[src/hdl/usbi_map.vh]
// constants and bit layout of the usb device interrupt source block
`ifndef USBI_MAP_VH
`define USBI_MAP_VH

// suspend idle time and clock rate
`define USBI_SUSP_IDLE_US   3000
`define USBI_CLK_MHZ        20
`define USBI_SUSP_CYCLES    (`USBI_SUSP_IDLE_US * `USBI_CLK_MHZ)
`define USBI_IDLE_W         18

// cause vector widths
`define USBI_EP_CAUSES      3
`define USBI_CTL_CAUSES     5
`define USBI_NUM_SOURCES    7
`define USBI_NUM_CAUSES     17

// positions of each group in the cause vector
`define USBI_EP1_LSB        0
`define USBI_EP2_LSB        3
`define USBI_EP3_LSB        6
`define USBI_CONTROL_ENDPOINT_10_SOURCE_LSB       9
`define USBI_ENDPOINT_11_SOURCE_BIT       14
`define USBI_SUS_BIT        15
`define USBI_RSM_BIT        16

// order of bits within an endpoint cause group
`define USBI_EP_B0_READY    0
`define USBI_EP_B1_READY    1
`define USBI_EP_XFER_ERR    2

// order of bits within the control endpoint cause group
`define USBI_CTL_BUF_READY  0
`define USBI_CTL_DONE       1
`define USBI_CTL_STATUS     2
`define USBI_CTL_SETUP_RDY  3
`define USBI_CTL_ERR        4

// order of source clear bits
`define USBI_SRC_EP1        0
`define USBI_SRC_EP2        1
`define USBI_SRC_EP3        2
`define USBI_SRC_CONTROL_ENDPOINT_10_SOURCE       3
`define USBI_SRC_ENDPOINT_11_SOURCE       4
`define USBI_SRC_SUS        5
`define USBI_SRC_RSM        6

// reset value of every flag
`define USBI_FLAG_RST       17'h00000
`define USBI_SRC_RST        7'h00

`endif

[src/hdl/usbi_sticky.v]
// bank of sticky event flags with set winning over clear
`timescale 1ns/10ps
`default_nettype none
module usbi_sticky #(
	parameter W = 1
) (
	input  wire         clk,
	input  wire         reset,
	input  wire [W-1:0] set_in,
	input  wire [W-1:0] clr_in,
	output wire [W-1:0] flag
);
	reg [W-1:0] flag_q;
	wire [W-1:0] flag_d;

	// an event in the clearing cycle must not be lost
	assign flag_d = set_in | (flag_q & ~clr_in);

	always @(posedge clk) begin
		if (reset) begin
			flag_q <= {W{1'h0}};
		end else begin
			flag_q <= flag_d;
		end
	end

	assign flag = flag_q;
endmodule // usbi_sticky
`default_nettype wire

[src/hdl/usbi_top.v]
// usb device interrupt sources: endpoint events and bus suspend/resume
`timescale 1ns/10ps
`default_nettype none
`include "usbi_map.vh"
module usbi_top #(
	parameter SUSP_CYCLES = `USBI_SUSP_CYCLES
) (
	input  wire        clk,
	input  wire        reset,
	// enables from the device's control logic
	input  wire        usb_module_enable,
	input  wire        resume_interrupt_enable,
	// raw bus pins, asynchronous to clk
	input  wire        bus_plus_line,
	input  wire        bus_minus_line,
	// endpoint 1 event pulses
	input  wire        ep1_buf0_ready,
	input  wire        ep1_buf1_ready,
	input  wire        ep1_xfer_error,
	// endpoint 2 event pulses
	input  wire        ep2_buf0_ready,
	input  wire        ep2_buf1_ready,
	input  wire        ep2_xfer_error,
	// endpoint 3 event pulses
	input  wire        ep3_buf0_ready,
	input  wire        ep3_buf1_ready,
	input  wire        ep3_xfer_error,
	// control endpoint 10 event pulses
	input  wire        control_endpoint_10_source_buf_ready,
	input  wire        control_endpoint_10_source_ctl_done,
	input  wire        control_endpoint_10_source_status_stage,
	input  wire        control_endpoint_10_source_setup_ready,
	input  wire        control_endpoint_10_source_ctl_error,
	// endpoint 11 event pulse
	input  wire        endpoint_11_source_buf0_wr_ready,
	// software clears, one per source
	input  wire [6:0]  source_clear,
	// source flags
	output wire        endpoint_1_source,
	output wire        endpoint_2_source,
	output wire        endpoint_3_source,
	output wire        control_endpoint_10_source,
	output wire        endpoint_11_source,
	output wire        suspend_source,
	output wire        resume_source,
	// per-cause detail, same layout as the map header
	output wire [16:0] cause_flags,
	// live bus state after synchronising
	output wire        bus_in_j
);
	// full speed idle: plus line high, minus line low
	function is_j_state;
		input dp;
		input dm;
		begin
			is_j_state = dp & ~dm;
		end
	endfunction

	// narrowed once to the counter width so the compare has matching width
	localparam [`USBI_IDLE_W-1:0] SUSP_LIMIT =
		SUSP_CYCLES[`USBI_IDLE_W-1:0];

	// two stage synchronisers on the pins
	reg        dp_meta_q;
	reg        dp_sync_q;
	reg        dm_meta_q;
	reg        dm_sync_q;
	// bus state history
	reg        was_j_q;
	// suspend idle timer
	reg [`USBI_IDLE_W-1:0] idle_cnt_q;
	reg [`USBI_IDLE_W-1:0] idle_cnt_d;
	reg        susp_done_q;
	reg        susp_done_d;
	reg        susp_hit;

	wire       now_j;
	wire       leave_j;
	wire       resume_hit;
	wire [`USBI_NUM_CAUSES-1:0] set_vec;
	reg  [`USBI_NUM_CAUSES-1:0] clr_vec;
	wire [`USBI_NUM_CAUSES-1:0] flags;
	wire [`USBI_NUM_CAUSES-1:0] flags_d;
	// source levels kept in flip-flops so they never carry gate glitches
	reg  [`USBI_NUM_SOURCES-1:0] src_q;
	reg  [`USBI_NUM_SOURCES-1:0] src_d;

	always @(posedge clk) begin
		if (reset) begin
			dp_meta_q <= 1'h0;
			dp_sync_q <= 1'h0;
			dm_meta_q <= 1'h0;
			dm_sync_q <= 1'h0;
		end else begin
			dp_meta_q <= bus_plus_line;
			dp_sync_q <= dp_meta_q;
			dm_meta_q <= bus_minus_line;
			dm_sync_q <= dm_meta_q;
		end
	end

	assign now_j = is_j_state(dp_sync_q, dm_sync_q);

	always @(posedge clk) begin
		if (reset) begin
			was_j_q <= 1'h0;
		end else begin
			was_j_q <= now_j;
		end
	end

	// j to se0 or k: the minus line rises or the plus line drops
	assign leave_j = was_j_q & ~now_j;

	// resume needs both enables held at the moment of the change
	assign resume_hit = leave_j & usb_module_enable &
		resume_interrupt_enable;

	// idle timer: counts continuous j while enabled, fires once per idle
	// period; a disabled module holds it at zero so no stale count survives
	always @* begin
		idle_cnt_d  = idle_cnt_q;
		susp_done_d = susp_done_q;
		susp_hit    = 1'h0;
		if (!usb_module_enable || !now_j) begin
			idle_cnt_d  = {`USBI_IDLE_W{1'h0}};
			susp_done_d = 1'h0;
		end else if (!susp_done_q) begin
			if (idle_cnt_q == SUSP_LIMIT - 1'h1) begin
				susp_hit    = 1'h1;
				susp_done_d = 1'h1;
				idle_cnt_d  = {`USBI_IDLE_W{1'h0}};
			end else begin
				idle_cnt_d = idle_cnt_q + 1'h1;
			end
		end
	end

	always @(posedge clk) begin
		if (reset) begin
			idle_cnt_q  <= {`USBI_IDLE_W{1'h0}};
			susp_done_q <= 1'h0;
		end else begin
			idle_cnt_q  <= idle_cnt_d;
			susp_done_q <= susp_done_d;
		end
	end

	// gather every cause into one vector
	assign set_vec[`USBI_EP1_LSB +: `USBI_EP_CAUSES] =
		{ep1_xfer_error, ep1_buf1_ready, ep1_buf0_ready};
	assign set_vec[`USBI_EP2_LSB +: `USBI_EP_CAUSES] =
		{ep2_xfer_error, ep2_buf1_ready, ep2_buf0_ready};
	assign set_vec[`USBI_EP3_LSB +: `USBI_EP_CAUSES] =
		{ep3_xfer_error, ep3_buf1_ready, ep3_buf0_ready};
	assign set_vec[`USBI_CONTROL_ENDPOINT_10_SOURCE_LSB +: `USBI_CTL_CAUSES] =
		{control_endpoint_10_source_ctl_error, control_endpoint_10_source_setup_ready, control_endpoint_10_source_status_stage,
		control_endpoint_10_source_ctl_done, control_endpoint_10_source_buf_ready};
	// no read-direction event exists for this endpoint
	assign set_vec[`USBI_ENDPOINT_11_SOURCE_BIT] = endpoint_11_source_buf0_wr_ready;
	assign set_vec[`USBI_SUS_BIT]  = susp_hit;
	assign set_vec[`USBI_RSM_BIT]  = resume_hit;

	// a source clear wipes every cause behind that source
	always @* begin
		clr_vec = {`USBI_NUM_CAUSES{1'h0}};
		clr_vec[`USBI_EP1_LSB +: `USBI_EP_CAUSES] =
			{`USBI_EP_CAUSES{source_clear[`USBI_SRC_EP1]}};
		clr_vec[`USBI_EP2_LSB +: `USBI_EP_CAUSES] =
			{`USBI_EP_CAUSES{source_clear[`USBI_SRC_EP2]}};
		clr_vec[`USBI_EP3_LSB +: `USBI_EP_CAUSES] =
			{`USBI_EP_CAUSES{source_clear[`USBI_SRC_EP3]}};
		clr_vec[`USBI_CONTROL_ENDPOINT_10_SOURCE_LSB +: `USBI_CTL_CAUSES] =
			{`USBI_CTL_CAUSES{source_clear[`USBI_SRC_CONTROL_ENDPOINT_10_SOURCE]}};
		clr_vec[`USBI_ENDPOINT_11_SOURCE_BIT] = source_clear[`USBI_SRC_ENDPOINT_11_SOURCE];
		clr_vec[`USBI_SUS_BIT]  = source_clear[`USBI_SRC_SUS];
		clr_vec[`USBI_RSM_BIT]  = source_clear[`USBI_SRC_RSM];
	end

	usbi_sticky #(
		.W      (`USBI_NUM_CAUSES)
	) u_flags (
		.clk    (clk),
		.reset  (reset),
		.set_in (set_vec),
		.clr_in (clr_vec),
		.flag   (flags)
	);

	// next cause value, the same equation as the sticky bank, so the
	// source levels come from flip-flops without an extra cycle of delay
	assign flags_d = set_vec | (flags & ~clr_vec);

	always @* begin
		src_d = `USBI_SRC_RST;
		src_d[`USBI_SRC_EP1]  =
			|flags_d[`USBI_EP1_LSB +: `USBI_EP_CAUSES];
		src_d[`USBI_SRC_EP2]  =
			|flags_d[`USBI_EP2_LSB +: `USBI_EP_CAUSES];
		src_d[`USBI_SRC_EP3]  =
			|flags_d[`USBI_EP3_LSB +: `USBI_EP_CAUSES];
		src_d[`USBI_SRC_CONTROL_ENDPOINT_10_SOURCE] =
			|flags_d[`USBI_CONTROL_ENDPOINT_10_SOURCE_LSB +: `USBI_CTL_CAUSES];
		src_d[`USBI_SRC_ENDPOINT_11_SOURCE] = flags_d[`USBI_ENDPOINT_11_SOURCE_BIT];
		src_d[`USBI_SRC_SUS]  = flags_d[`USBI_SUS_BIT];
		src_d[`USBI_SRC_RSM]  = flags_d[`USBI_RSM_BIT];
	end

	always @(posedge clk) begin
		if (reset) begin
			src_q <= `USBI_SRC_RST;
		end else begin
			src_q <= src_d;
		end
	end

	assign endpoint_1_source          = src_q[`USBI_SRC_EP1];
	assign endpoint_2_source          = src_q[`USBI_SRC_EP2];
	assign endpoint_3_source          = src_q[`USBI_SRC_EP3];
	assign control_endpoint_10_source = src_q[`USBI_SRC_CONTROL_ENDPOINT_10_SOURCE];
	assign endpoint_11_source         = src_q[`USBI_SRC_ENDPOINT_11_SOURCE];
	assign suspend_source             = src_q[`USBI_SRC_SUS];
	assign resume_source              = src_q[`USBI_SRC_RSM];
	assign cause_flags                = flags;
	assign bus_in_j                   = now_j;
endmodule // usbi_top
`default_nettype wire
[config.mk]
export PLATFORM = sky130hd
export DESIGN_NAME = usbi_top
export DESIGN_NICKNAME = d
export VERILOG_FILES = /design/src/hdl/usbi_sticky.v /design/src/hdl/usbi_top.v
export VERILOG_INCLUDE_DIRS = /design/src /design/src/hdl
export SDC_FILE = /design/constraint.sdc
export NUM_CORES = 1
export LEC_CHECK = 0
export ABC_AREA = 1
export BUFFER_PORTS_ARGS = -buffer_cell sky130_fd_sc_hd__buf_2
export CORE_MARGIN = 2
export CORE_UTILIZATION = 30
export CTS_CLUSTER_SIZE = 24
export DETAILED_ROUTE_END_ITERATION = 8
export MAX_ROUTING_LAYER = met4
export PLACE_DENSITY_LB_ADDON = 0.12
export RECOVER_POWER = 100
export REMOVE_ABC_BUFFERS = 1
export SLEW_MARGIN = 15
export SYNTH_ARGS = -nofsm -noshare
export SYNTH_HDL_FRONTEND = slang
export SYNTH_SLANG_ARGS = --single-unit
[constraint.sdc]
create_clock -name clk -period 1.2 [get_ports clk]
set_clock_uncertainty 0.05 [all_clocks]
set_input_delay 0.06 -clock clk [delete_from_list [all_inputs] [get_ports clk]]
set_output_delay 0.06 -clock clk [all_outputs]
set_load 0.01 [all_outputs]
==> impl_metrics.json <==
{
  "status": "finished, violations left",
  "failed_checks": "setup timing",
  "netlist-cell-type-count": 29,
  "wirelength_mm": 4.71,
  "p_leak_nw": 1.21,
  "dpl.hpwl_mm": 3.29,
  "whs_path_depth": 4,
  "avgSynthCellArea_um2": 7.66,
  "place.gp.congestion": 0.840,
  "wl_per_cell_um": 10.8,
  "critical_path_buf_inv_count": 2,
  "critPathMaxFanout": 3,
  "path_common_cell": "nand2_2",
  "busiest_layer": "met2",
  "cts.sinks": 45,
  "h-tree-depth": 2,
  "relSlewSlack_pct": 79.0,
  "final_nets": 388,
  "maxSlewViolCount": 0,
  "hold_viol": 0,
  "cts_tree": "yes",
  "viasPerCell": 4.35,
  "drive_gt1_share_pct": 34.4,
  "use_met1_pct": 18.5,
  "whs_ns": 0.0500,
  "fin_ws_ns": -0.150,
  "grt_max_degree": 27,
  "synth.largest_area_cell": "dfxtp_1",
  "clk_pin_slew_ns": 0.09,
  "mostFrequentLayoutCell": "nor2_1",
  "r2r_setup_slack_ns": -0.15,
  "path_class": "reg -> reg",
  "cts_made_buffers": 5,
  "endpoint_kind": "flip-flop",
  "die_x_um": 83.1,
  "pin_count": 53,
  "worst_pin_slew_ns": 0.314,
  "drc_errors": 0,
  "grt_pass1_vias": 1841,
  "synth_top_cells_by_area": "dfxtp_1 48%, nor2_1 10%, nand2_1 6.0%",
  "n_fill_cell": 573,
  "hp-start": "reset",
  "die_h_um": 83.1,
  "start_util_pct": 31.3,
  "synth-simple-area-share_pct": 29.7,
  "r2r-end": "idle_cnt_q[13]",
  "first_pass_iters": 4,
  "synthMuxAreaShare_pct": 0,
  "use_met2_pct": 23.1,
  "grt_overflow": 0,
  "track_usage_pct": 14.5,
  "antenna-diode-count": 0,
  "design.die.area_mm2": 0.00690,
  "final-setup-viol-count": 18,
  "insertion_delay_ns": 0.30,
  "cts-root-buf": "clkbuf_8",
  "grt_first_pass_wirelength_mm": 8.05,
  "io_buffers": 52,
  "clockBufferDepth": 2,
  "hold_end": "idle_cnt_q[15]",
  "rows": 28,
  "ys_seq_elements": 45,
  "cp_top_family": "simple AND/OR/NAND/NOR gates",
  "grt_use_met3_pct": 3.58,
  "drtIter0Drc": 108,
  "crit_path_start_kind": "flip-flop",
  "synth-xor-area-share_pct": 3.27,
  "r2r-start": "idle_cnt_q[1]",
  "via_count": 1891,
  "required_ns": 1.39,
  "path_cells": "buf_6 > nand2_2 > nor2_2 > nand2_2 > nor2_4 > buf_6 > nand2_2 > nand2_1 > nand2_1 > nor2_2",
  "drtAntennaViolNets": 0,
  "ir_drop_mv": 0.633,
  "synth_cells": 245,
  "critPathMaxStageDelay_ns": 0.38,
  "synth_top_family_by_area": "simple AND/OR/NAND/NOR gates",
  "cap_violations": 0,
  "ys_warn_count": 0,
  "tns_ns": -1.63,
  "final_util_pct": 48.8,
  "synth_fa_ha_area_share_pct": 0.667,
  "power_density_mw_per_mm2": 1040,
  "min_path_type": "in -> reg",
  "cpMaxStageDelayCell": "dfxtp_4",
  "area_delta_synth_final_pct": 55.8,
  "period_share_pct": 112,
  "synth_compound_area_share_pct": 9.61,
  "netlist_area_mm2": 0.00188,
  "rsz0062_at_grt": "yes",
  "synth_top_area_share_pct": 48.0,
  "layout_common_cells": "41 x nor2_1, 37 x dfxtp_1, 36 x buf_4, 29 x inv_1, 28 x buf_2",
  "design.core.area_mm2": 0.00599,
  "fmax_mhz": 741,
  "antenna_found_initial": 0,
  "r2r_cells": 10,
  "cp.arrival_ns": 1.54,
  "ys_seq_area_share_pct": 48.0,
  "min_period_ns": 1.35
}
-- state kept, by name, indices dropped and copies added (netlist names) --
register	flops
dp_sync_q	1
was_j_q	1
src_q	7
dm_sync_q	1
susp_done_q	1
idle_cnt_q	18
u_flags.flag	14
dp_meta_q	1
dm_meta_q	1
-- worst max-delay path by stage --
stage	startpoint	endpoint	cells after the start
after floorplan	idle_cnt_q[0]	idle_cnt_q[5]	6
after global placement	idle_cnt_q[0]	idle_cnt_q[5]	6
after detailed placement	idle_cnt_q[0]	idle_cnt_q[5]	6
after CTS	idle_cnt_q[0]	idle_cnt_q[16]	7
after global routing	idle_cnt_q[0]	idle_cnt_q[12]	8
final	idle_cnt_q[1]	idle_cnt_q[13]	10
-- synthesized netlist by cell type (all sizes together) --
cell    instances
ha              1
o32ai           1
a31oi           3
nor3            4
a21oi          22
o21ai           1
o22ai           1
a41oi           1
buf             5
nor2           63
dfxtp          45
nand2          35
clkbuf          2
nand3          16
o21bai          1
xor2            4
xnor2           3
inv            31
a21o            2
nand4           2
nand3b          2
-- logic make-up (layout without fill, tap and decap cells) --
group           Yosys count  in the layout
simple gates            122            122
flops                    45             45
buf+inv                  38            153
compound gates           32             32
xor+xnor                  7              7
fa+ha+maj                 1              1
-- metal layers --
metal / part of all wire, % / vias to the layer above
met5: 0 / -
met4: 0.94 / 0
met3: 4.8 / 5
met2: 46 / 46
met1: 48 / 837
li1: - / 1003
-- worst min-delay path, cell delays in order --
cell and delay (ns):
buf_2 0.10, nor2_2 0.08, nand3_2 0.08, nor2_1 0.04
-- repair_timing --
item,4_1_cts,5_1_grt
pin swaps,18,9
endpoints found under the setup margin,19,20
buffers inserted,2,1
endpoints found under the hold margin,22,0
gates cloned,0,0
gates resized for setup,31,9
hold buffers,22,0
-- report_power, final --
group	total, mW	internal [mW]	switching [mW]
Clock	1.22	0.636	0.581
Sequential	1.56	1.54	0.0210
Combinational	0.246	0.129	0.118
-- per-stage QoR --
stage               setup slack [ns]  power [mW]  cells  instance area, um^2
floorplan                    -0.0976        1.68    238                 1830
global placement              -0.174        1.80    402                 2460
detailed placement            -0.222        1.80    402                 2460
CTS                           -0.143        3.08    434                 2920
global route                  -0.228        3.16    435                 2920
finish                        -0.150        3.02    435                 2920
-- final cells by class --
class	instances	area (um^2)	share of cell area (%)
Clock inverter	3	47.5	1.63
Timing Repair Buffer	114	762	26.1
Clock buffer	5	68.8	2.36
Sequential cell	45	913	31.3
Tap cell	75	93.8	3.21
Inverter	31	116	3.98
Multi-Input combinational cell	162	920	31.5
Power figures use the tool's default switching activity.
